===== config.mk =====
export PLATFORM = sky130hd
export DESIGN_NAME = cprp_top
export DESIGN_NICKNAME = d
export VERILOG_FILES = /design/src/cprp_pkg.sv /design/src/cprp_pin_hold.sv /design/src/cprp_top.sv
export SDC_FILE = /design/constraint.sdc
export NUM_CORES = 1
export LEC_CHECK = 0
export BUFFER_PORTS_ARGS = -buffer_cell sky130_fd_sc_hd__buf_2
export CAP_MARGIN = 15
export CORE_MARGIN = 2
export CORE_UTILIZATION = 48
export CTS_BUF_LIST = sky130_fd_sc_hd__clkbuf_2 sky130_fd_sc_hd__clkbuf_4 sky130_fd_sc_hd__clkbuf_8
export CTS_CLUSTER_SIZE = 25
export DETAILED_ROUTE_END_ITERATION = 10
export GPL_TIMING_DRIVEN = 0
export HOLD_SLACK_MARGIN = 0.03
export PLACE_DENSITY_LB_ADDON = 0.2
export SLEW_MARGIN = 10
export SYNTH_ARGS = -nofsm -noshare
export SYNTH_HDL_FRONTEND = slang
export SYNTH_HIERARCHICAL = 1
export SYNTH_SLANG_ARGS = --single-unit

===== constraint.sdc =====
create_clock -name mclk_i -period 2.75 [get_ports mclk_i]
set_clock_uncertainty 0.15 [all_clocks]
set_input_delay 0.55 -clock mclk_i [delete_from_list [all_inputs] [get_ports mclk_i]]
set_output_delay 0.55 -clock mclk_i [all_outputs]
set_load 0.005 [all_outputs]

===== src/cprp_pkg.sv =====
package cprp_pkg;

	localparam int unsigned CLK_HZ       = 20_000_000;
	localparam int unsigned IDLE_TIME_NS = 1000;
	localparam int unsigned IDLE_CYCLES  = (IDLE_TIME_NS * (CLK_HZ / 1_000_000) + 999) / 1000;
	localparam int unsigned SIG_BITS     = 16;
	localparam logic        SLEW_RESET   = 1'b0;
	localparam logic        ERASED_FUSE  = 1'b0;

	typedef enum logic [1:0] {
		CPRP_RUN,
		CPRP_STANDBY,
		CPRP_SLEEP,
		CPRP_LOCKED
	} cprp_mode_e;

	function automatic logic cprp_sleep_req(input logic en, input logic p1, input logic p2);
		return en & (p1 | p2);
	endfunction

endpackage


===== src/cprp_pin_hold.sv =====
`timescale 1ns/1ns
// ----------------------------------------
// one output pin with freeze, keeper, lock
// ----------------------------------------
module cprp_pin_hold
(
	input  wire logic mclk_i,
	input  wire logic rst_i,
	input  wire logic hold_i,
	input  wire logic lock_i,
	input  wire logic prog_i,
	input  wire logic keeper_i,
	input  wire logic polarity_i,
	input  wire logic data_i,
	input  wire logic drive_i,
	output logic      pin_o,
	output logic      pin_oe_n_o
);

	logic val_q;
	logic oe_n_q;
	logic val_d;
	logic oe_n_d;
	logic freeze;

	assign freeze = hold_i | (prog_i & keeper_i);
	assign val_d  = freeze ? val_q : (data_i ^ polarity_i);
	// during programming only keeper pins drive (holding their value), whatever drive_i was; the rest float
	assign oe_n_d = lock_i ? 1'b1 : prog_i ? ~keeper_i : freeze ? oe_n_q : ~drive_i;

	always_ff @(posedge mclk_i or posedge rst_i)
	begin
		if (rst_i)
		begin
			val_q  <= 1'b0;
			oe_n_q <= 1'b1;
		end
		else
		begin
			val_q  <= val_d;
			oe_n_q <= oe_n_d;
		end
	end

	assign pin_o      = val_q;
	assign pin_oe_n_o = oe_n_q;

endmodule


===== src/cprp_top.sv =====
`timescale 1ns/1ns
module cprp_top
#(
	parameter int unsigned NUM_IO    = 8,
	parameter int unsigned NUM_MC    = 8,
	parameter bit          LOW_POWER = 1'b1
)
(
	input  wire logic                        mclk_i,
	input  wire logic                        rst_i,
	input  wire logic                        sleep_en_i,
	input  wire logic                        sleep_pin_first_i,
	input  wire logic                        sleep_pin_second_i,
	input  wire logic [NUM_IO-1:0]           io_in_i,
	input  wire logic [NUM_IO-1:0]           core_data_i,
	input  wire logic [NUM_IO-1:0]           core_drive_i,
	input  wire logic [NUM_IO-1:0]           polarity_i,
	input  wire logic [NUM_IO-1:0]           keeper_i,
	input  wire logic [NUM_IO-1:0]           fast_slew_cfg_i,
	input  wire logic [NUM_MC-1:0]           mc_used_i,
	input  wire logic [NUM_MC-1:0]           mc_low_power_cfg_i,
	input  wire logic                        isp_enable_i,
	input  wire logic                        prog_start_i,
	input  wire logic                        prog_done_i,
	input  wire logic                        prog_abort_i,
	input  wire logic                        fuse_program_i,
	input  wire logic                        read_pattern_i,
	input  wire logic                        read_signature_i,
	input  wire logic [cprp_pkg::SIG_BITS-1:0] signature_i,
	input  wire logic                        pattern_bit_i,
	input  wire logic [3:0]                  tap_pins_i,
	output logic [NUM_IO-1:0]                io_in_held_o,
	output logic [NUM_IO-1:0]                pin_o,
	output logic [NUM_IO-1:0]                pin_oe_n_o,
	output logic [NUM_IO-1:0]                fast_slew_o,
	output logic [NUM_MC-1:0]                mc_reduced_o,
	output logic                             asleep_o,
	output logic                             standby_o,
	output logic                             locked_o,
	output logic                             programming_o,
	output logic                             erased_o,
	output logic                             fuse_o,
	output logic                             read_valid_o,
	output logic [cprp_pkg::SIG_BITS-1:0]    read_data_o,
	output logic                             tap_active_o,
	output logic [3:0]                       tap_user_o
);

	// ----------------------------------------
	// sleep request and mode
	// ----------------------------------------
	localparam int unsigned IDLE_W = $clog2(cprp_pkg::IDLE_CYCLES + 1);

	cprp_pkg::cprp_mode_e mode_q;
	cprp_pkg::cprp_mode_e mode_d;
	logic [IDLE_W-1:0]    idle_q;
	logic [IDLE_W-1:0]    idle_d;
	logic [NUM_IO-1:0]    in_prev_q;
	logic                 sleep_req;
	logic                 hold;
	logic                 activity;
	logic                 prog_q;
	logic                 lock_q;
	logic                 erased_q;
	logic                 fuse_q;
	logic                 rd_v_q;
	logic [cprp_pkg::SIG_BITS-1:0] rd_q;
	logic [NUM_IO-1:0]    held_q;
	logic [NUM_IO-1:0]    slew_q;
	logic [NUM_MC-1:0]    red_q;
	logic [3:0]           tap_user_q;
	logic                 tap_act_q;
	logic                 asleep_q;
	logic                 standby_q;

	// sleep pins feed only the request, never the array
	assign sleep_req = cprp_pkg::cprp_sleep_req(sleep_en_i, sleep_pin_first_i, sleep_pin_second_i);
	assign hold      = sleep_req;
	// an output about to change counts as activity
	assign activity  = (io_in_i != in_prev_q) | ((core_data_i ^ polarity_i) != pin_o);
	assign idle_d    = activity ? '0 : (idle_q == IDLE_W'(cprp_pkg::IDLE_CYCLES)) ? idle_q : idle_q + 1'b1;

	always_comb
	begin
		mode_d = mode_q;
		unique case (mode_q)
			cprp_pkg::CPRP_RUN:
			begin
				if (lock_q)
					mode_d = cprp_pkg::CPRP_LOCKED;
				else if (sleep_req)
					mode_d = cprp_pkg::CPRP_SLEEP;
				else if (LOW_POWER && idle_q == IDLE_W'(cprp_pkg::IDLE_CYCLES))
					mode_d = cprp_pkg::CPRP_STANDBY;
			end
			cprp_pkg::CPRP_STANDBY:
			begin
				if (lock_q)
					mode_d = cprp_pkg::CPRP_LOCKED;
				else if (sleep_req)
					mode_d = cprp_pkg::CPRP_SLEEP;
				else if (activity)
					mode_d = cprp_pkg::CPRP_RUN;
			end
			cprp_pkg::CPRP_SLEEP:
			begin
				if (!sleep_req)
					mode_d = cprp_pkg::CPRP_RUN;
			end
			cprp_pkg::CPRP_LOCKED:
			begin
				if (!lock_q)
					mode_d = cprp_pkg::CPRP_RUN;
			end
		endcase
	end

	always_ff @(posedge mclk_i or posedge rst_i)
	begin
		if (rst_i)
		begin
			mode_q    <= cprp_pkg::CPRP_RUN;
			idle_q    <= '0;
			in_prev_q <= '0;
			asleep_q  <= 1'b0;
			standby_q <= 1'b0;
		end
		else
		begin
			mode_q    <= mode_d;
			asleep_q  <= (mode_d == cprp_pkg::CPRP_SLEEP);
			standby_q <= (mode_d == cprp_pkg::CPRP_STANDBY);
			idle_q    <= hold ? idle_q : idle_d;
			in_prev_q <= hold ? in_prev_q : io_in_i;
		end
	end

	// ----------------------------------------
	// input hold latches and configuration
	// ----------------------------------------
	always_ff @(posedge mclk_i or posedge rst_i)
	begin
		if (rst_i)
		begin
			held_q <= '0;
			slew_q <= {NUM_IO{cprp_pkg::SLEW_RESET}};
			red_q  <= '0;
		end
		else
		begin
			held_q <= hold ? held_q : io_in_i;
			slew_q <= hold ? slew_q : fast_slew_cfg_i;
			red_q  <= hold ? red_q : (mc_low_power_cfg_i | ~mc_used_i);
		end
	end

	// ----------------------------------------
	// programming, lock and security
	// ----------------------------------------
	always_ff @(posedge mclk_i or posedge rst_i)
	begin
		if (rst_i)
		begin
			prog_q     <= 1'b0;
			lock_q     <= 1'b0;
			erased_q   <= 1'b1;
			fuse_q     <= cprp_pkg::ERASED_FUSE;
			rd_v_q     <= 1'b0;
			rd_q       <= '0;
			tap_act_q  <= 1'b0;
			tap_user_q <= '0;
		end
		else
		begin
			tap_act_q  <= isp_enable_i;
			tap_user_q <= isp_enable_i ? 4'h0 : tap_pins_i;
			if (isp_enable_i && prog_start_i)
			begin
				prog_q   <= 1'b1;
				lock_q   <= 1'b0;
				erased_q <= 1'b1;
				fuse_q   <= cprp_pkg::ERASED_FUSE;
			end
			else if (prog_q && (prog_abort_i || !isp_enable_i))
			begin
				prog_q <= 1'b0;
				lock_q <= 1'b1;
			end
			else if (prog_q && prog_done_i)
			begin
				prog_q   <= 1'b0;
				erased_q <= 1'b0;
			end
			if (prog_q && fuse_program_i)
				fuse_q <= 1'b1;
			rd_v_q <= read_signature_i | (read_pattern_i & ~fuse_q);
			if (read_signature_i)
				rd_q <= signature_i;
			else if (read_pattern_i && !fuse_q)
				rd_q <= {{(cprp_pkg::SIG_BITS-1){1'b0}}, pattern_bit_i};
			else
				rd_q <= '0;
		end
	end

	// ----------------------------------------
	// output pins
	// ----------------------------------------
	for (genvar i = 0; i < NUM_IO; i++)
	begin : g_pin
		cprp_pin_hold u_pin
		(
			.mclk_i     (mclk_i),
			.rst_i      (rst_i),
			.hold_i     (hold),
			.lock_i     (lock_q),
			.prog_i     (prog_q),
			.keeper_i   (keeper_i[i]),
			.polarity_i (polarity_i[i]),
			.data_i     (core_data_i[i]),
			.drive_i    (core_drive_i[i]),
			.pin_o      (pin_o[i]),
			.pin_oe_n_o (pin_oe_n_o[i])
		);
	end

	assign io_in_held_o  = held_q;
	assign fast_slew_o   = slew_q;
	assign mc_reduced_o  = red_q;
	assign asleep_o      = asleep_q;
	assign standby_o     = standby_q;
	assign locked_o      = lock_q;
	assign programming_o = prog_q;
	assign erased_o      = erased_q;
	assign fuse_o        = fuse_q;
	assign read_valid_o  = rd_v_q;
	assign read_data_o   = rd_q;
	assign tap_active_o  = tap_act_q;
	assign tap_user_o    = tap_user_q;

endmodule


# [Yosys cells after proc, flatten, opt, wreduce, memory -nomap -nowiden]
# Cells that the tools add are included.
[totals] rom_bits=0 mem_count=0 ram_bits=0 elab_cells=162 latchBits=0 in_bits=97 output_inout_bits=68 register_bits=75
[classes] shifts=0 n_eq_ne=18 div_mod_pow=0 add_sub_neg=1 muxes=47 multipliers=0 order_cmp=0 reduce_logical=15 n_bitwise=50
[op_table] operator="$mux W1" n=34
[op_table] operator="$ne A3 B3 Y1 const B" n=8
[op_table] operator="$not A1 Y1" n=18
[op_table] operator="$mux W16" n=1
[op_table] operator="$mux W2" n=8
[op_table] operator="$ne A8 B8 Y1" n=2
[op_table] operator="$or A1 B1 Y1" n=11
[op_table] operator="$and A1 B1 Y1" n=10
[op_table] operator="$mux W5" n=2
[op_table] operator="$not A8 Y8" n=1
[op_table] operator="$or A8 B8 Y8" n=1
[op_table] operator="$pmux W2 S4" n=1
[op_table] operator="$xor A1 B1 Y1" n=8
[op_table] operator="$xor A8 B8 Y8" n=1
[op_table] operator="$eq A2 B2 Y1 const B" n=3
[op_table] operator="$reduce_bool A2 Y1" n=3
[op_table] operator="$add A5 B1 Y5 const B" n=1
[op_table] operator="$eq A5 B5 Y1 const B" n=1
[op_table] operator="$logic_and A1 B1 Y1" n=5
[op_table] operator="$eq A2 B1 Y1 const B" n=2
[op_table] operator="$mux W4" n=1
[op_table] operator="$ne A2 B2 Y1 const B" n=2
[op_table] operator="$reduce_and A2 Y1" n=2
[op_table] operator="$reduce_bool A3 Y1" n=1
[op_table] operator="3 further kinds" n=4

# [Longest topological paths before layout]
[depth] ltp_word=8 ltp_mapped=6

# [Hierarchy]
# The synthesis kept the hierarchy.
[by_module_without_submodules] module="cprp_top" area_per_inst_um2=2521.2 n_inst=1 cells_each=238
[by_module_without_submodules] module="cprp_pin_hold" area_per_inst_um2=120.1 n_inst=8 cells_each=11

# [Worst setup path after synthesis]
# OpenSTA, ideal clock, no wires.
[synth_path] path_kind="input to register" from="input port sleep_pin_second_i" to="register g_pin[0].u_pin.val_q" path_stages=5 n_path_buf=1 setup_ns=0.128 arrival_time_ns=2.013 setup_slack_ns=0.460 path_cell_list="o21ai_2 -> clkinv_1 -> clkbuf_1 -> a21oi_1 -> mux2_1"
[synth_via] elab_chain_cells=3
[synth_rtl] element="start: declaration" line_no="cprp_top.sv:13" rtl="input wire logic sleep_pin_second_i,"
[synth_rtl] element="$or A1 B1 Y1" line_no="cprp_pkg.sv:18" rtl="return en & (p1 | p2);"
[synth_rtl] element="$and A1 B1 Y1" line_no="cprp_pkg.sv:18"
[synth_rtl] element="named net hold" line_no="cprp_top.sv:60" rtl="logic hold;"
[synth_rtl] element="$or A1 B1 Y1" line_no="cprp_pin_hold.sv:26" rtl="assign freeze = hold_i | (prog_i & keeper_i);"
[synth_rtl] element="end signal: assignment" line_no="cprp_pin_hold.sv:40" rtl="val_q <= val_d;"
[synth_rtl] element="end: declaration" line_no="cprp_pin_hold.sv:20" rtl="logic val_q;"
# The timed path passes the listed nets, and every way through them passes these cells.
# A chain may end at the register's enable or synchronous reset.

# [Final worst setup path]
[layout_path] from="input port sleep_pin_second_i" to="register g_pin[2].u_pin.val_q"
[layout_via] elab_chain_cells=3
[layout_rtl] element="$or A1 B1 Y1" line_no="cprp_pkg.sv:18"
[layout_rtl] element="$and A1 B1 Y1" line_no="cprp_pkg.sv:18"
[layout_rtl] element="named net hold" line_no="cprp_top.sv:60"
[layout_rtl] element="$or A1 B1 Y1" line_no="cprp_pin_hold.sv:26"
[layout_rtl] element="end signal: assignment" line_no="cprp_pin_hold.sv:40"
[layout_rtl] element="end: declaration" line_no="cprp_pin_hold.sv:20"
# The timed path passes the listed nets, and every way through them passes these cells.

==> metrics.md <==
| Metric | Value |
|---|---|
| Post-layout util | `0.6504` |
| Final WS setup | `0.3621 ns` |
| Io pins | `165` |
| Overall Global Routing Usage | `0.1975` |
| Most frequent cells in the layout | `164 x buf_2, 66 x dfrtp_1, 57 x nand2_1` |
| RSZ-0062 raised after global routing | `false` |
| Die span in x | `about 89 µm` |
| Peak VDD IR | `between 0.3 and 0.4 mV` |
| DP HPWL | `6089 µm` |
| Vert. Die Dim | `89.17 µm` |
| CP endpoint kind | `flop` |
| Crit-path slowest cell | `clkbuf_2` |
| Slew Viols, Final | `0` |
| Crit Reg-Reg Startpoint | `g_pin[7].u_pin/pin_o` |
| IO Port Bufs | `164` |
| Placed Cells | `slightly below 600` |
| R2R Path End | `mode_q[0]` |
| Crit path launch type | `primary input` |
| Clock buffer depth | `2` |
| Post-synthesis async set-or-reset flop share | `1.000` |
| Cells after Synth | `326` |
| Worst-path fanout max | `33` |
| Pre-antenna DRT Iters | `4` |
| Hold endpoint | `mc_reduced_o[6]` |
| # rows | `31` |
| Final hold viol count | `0` |
| Commonest non-fill, non-tap cell in the layout | `buf_2` |
| TritonCTS clock tree | `built` |
| RePlAce Congestion | `0.7872` |
| Initial antenna violation count | `0` |
| Setup violators final | `0` |
| Final WL | `7890 µm` |
| Core Region | `0.007137 mm²` |
| Largest net degree at the start of global routing | `34` |
| Vias in the first global route | `2720` |
| Hold-critical path depth | `2` |
| Crit path kind | `in -> reg` |
| Worst-Skew Late Latency | `around 0.34 ns` |
| Pre-CTS setup slack | `0.01593 ns` |
| Yosys warns | `6` |
| Critical Path AT | `2.46 ns` |
| Part of the cycle the worst path needs | `0.8683` |
| Global-route wire length before repair | `11990 µm` |
| Crit path cell chain | `buf_2 > o21ai_2 > clkinv_1 > clkbuf_2 > a21oi_1 > mux2_1` |
| Initial Utilization | `0.4879` |
| Pwr Density | `551.2 mW/mm²` |
| Synth Area per Inst | `10.68 µm²` |
| # Post-CTS Setup Buffers | `0` |
| Pin slew with the least headroom to its limit | `between 0.9 and 1 ns` |
| Achievable Freq | `0.4188 GHz` |
| Syn nets | `425` |
| Min-delay worst type | `in -> reg` |
| Critical hold path startpoint | `mc_used_i[6]` |
| GR Overflow Total | `0` |
| Worst R2R Path Depth | `5` |
| Fraction of layout cells with a size suffix above 1 | `0.4055` |
| DRT iter0 DRCs | `150` |
| Max-cap violations | `0` |
| Via/cell ratio | `4.736` |
| H-tree Lvls | `3` |
| Yosys reg bits | `75` |
| Number of flops mapped to enable cells by yosys | `0` |
| Clk sink count | `75` |
| Inserted Diodes | `0` |
| Status | `complete, no violations` |
| CP top delay family | `buffers and inverters` |
| Root buffer cell | `clkbuf_8` |
| Critical path data required time | `2.83 ns` |
| Hold_ws | `approximately 0.24 ns` |
| Relative slew slack | `0.3602` |
| Layout Nets | `roughly 600` |
| Ys flop type | `dfrtp_1` |
| Static Leak | `~2.4 nW` |
| Drt drc | `0` |
| Routed Antenna Nets | `0` |
| Die area | `0.007951 mm²` |
| Final cell count without fillers | `607` |
| Area grow syn2layout | `33.31%` |
| Cts bufs inserted | `9` |
| Post-DR wirelength/cell | `13.00 µm` |
| Resized cells post-CTS | `0` |
| CP startpoint | `sleep_pin_second_i` |
| Critical path buffer and inverter count | `3` |
| Sequential share of the synthesized area | `0.5422` |
| Final worst path period need | `2.388 ns` |
| Worst-path clk slew | `0.09 ns` |
| Via Count | `2875` |
| Mapped cell area | `0.003482 mm²` |
| CP max stage delay | `0.46 ns` |
| Synth cell types | `37` |
| Setup slack, reg-to-reg | `0.90 ns` |
| Final Power | `2.559 mW` |
cells in the mapped netlist (all sizes together) (2+ instances only):
library cell | number | area [µm²]
dfrtp | 66 | 1652
o22ai | 2 | 12.51
nand3 | 5 | 25.02
nor2 | 12 | 45.04
xnor3 | 4 | 90.09
a21oi | 15 | 75.07
dfstp | 9 | 236.5
nand2 | 57 | 214.0
o21ai | 4 | 23.77
inv | 30 | 112.6
and2 | 16 | 100.1
a31oi | 9 | 56.30
a21o | 2 | 15.01
or2b | 8 | 60.06
nor2b | 20 | 125.1
mux2 | 9 | 101.4
nor3 | 2 | 15.01
nand4 | 4 | 25.02
nand2b | 2 | 12.51
nor4 | 2 | 27.53
ha | 2 | 25.02
xor2 | 8 | 70.07
o311ai | 8 | 130.1
clkbuf | 6 | 22.52
xnor2 | 16 | 140.1
through the flow:
| step | area [µm²] | TNS [ns] |
|---|---|---|
| 3_5_place_dp | 4448 | 0 |
| 3_3_place_gp | 4427 | -18.21 |
| 2_1_floorplan | 3482 | 0 |
| 4_1_cts | 4642 | 0 |
| 6_report | 4642 | 0 |
| 5_1_grt | 4642 | 0 |
metal layers:
metal / track usage / part of all wire / wire length, µm / vias to the layer above
met1: 0.2308 / 0.41 / 3225 / 1342
met2: 0.3293 / 0.49 / 3893 / 104
met4: 0.08548 / 0.016 / 129 / 0
li1: - / - / - / 1419
met3: 0.07018 / 0.081 / 642 / 10
met5: 0 / 0 / 0 / -
cells by family (layout without fill, tap and decap cells):
logic type	after synthesis	after routing	share of synthesized area
AOI/OAI and AO/OA	46	46	0.1060
xor gates and xnor gates	28	28	0.08624
adders and majority gates	2	2	0.007185
buffers and inverters	37	219	0.03988
DFF	75	75	0.5422
muxes	9	9	0.02911
and+or+nand+nor	129	129	0.1894
power by group:
group,total (mW),switching [mW],leakage (nW),internal [mW]
clock network,0.780,0.439,0.0844,0.341
logic,0.487,0.232,1.39,0.255
registers,1.29,0.0776,0.901,1.21
sequential cells by signal, summed over array words and instances, names as in the netlist, 2 cells and up:
name	flops
tap_user_o	4
mode_q	2
io_in_held_o	8
fast_slew_o	8
g_pin.u_pin/pin_o	8
mc_reduced_o	8
read_data_o	16
idle_q	5
g_pin.u_pin/pin_oe_n_o	8
final cells by class:
class	count	area [µm²]
plain buffers	6	23.77
well taps	99	123.9
repair buffers	166	850.8
inverters	31	116.4
multi-input cells	214	1455
fillers	630	2495
flip-flops and latches	75	1888
clock inverters	7	60.06
clock buffers	9	123.9
how the worst max path moves through the flow:
stage                     slack (ns)              endpoint  cells past startpoint
after floorplan                 0.46  g_pin[0].u_pin/pin_o                      5
after global placement         -0.28       mc_reduced_o[3]                      2
after detailed placement        0.02  g_pin[2].u_pin/pin_o                      6
after CTS                       0.38  g_pin[2].u_pin/pin_o                      6
after global routing            0.23  g_pin[4].u_pin/pin_o                      6
final                           0.36  g_pin[2].u_pin/pin_o                      6
timing repair:
| action | in CTS | in global routing |
|---|---|---|
| endpoints found under the hold margin | 8 | 0 |
| hold buffers | 1 | 0 |
| setup endpoints to repair | 0 | 0 |
Power figures use the tool's default switching activity.
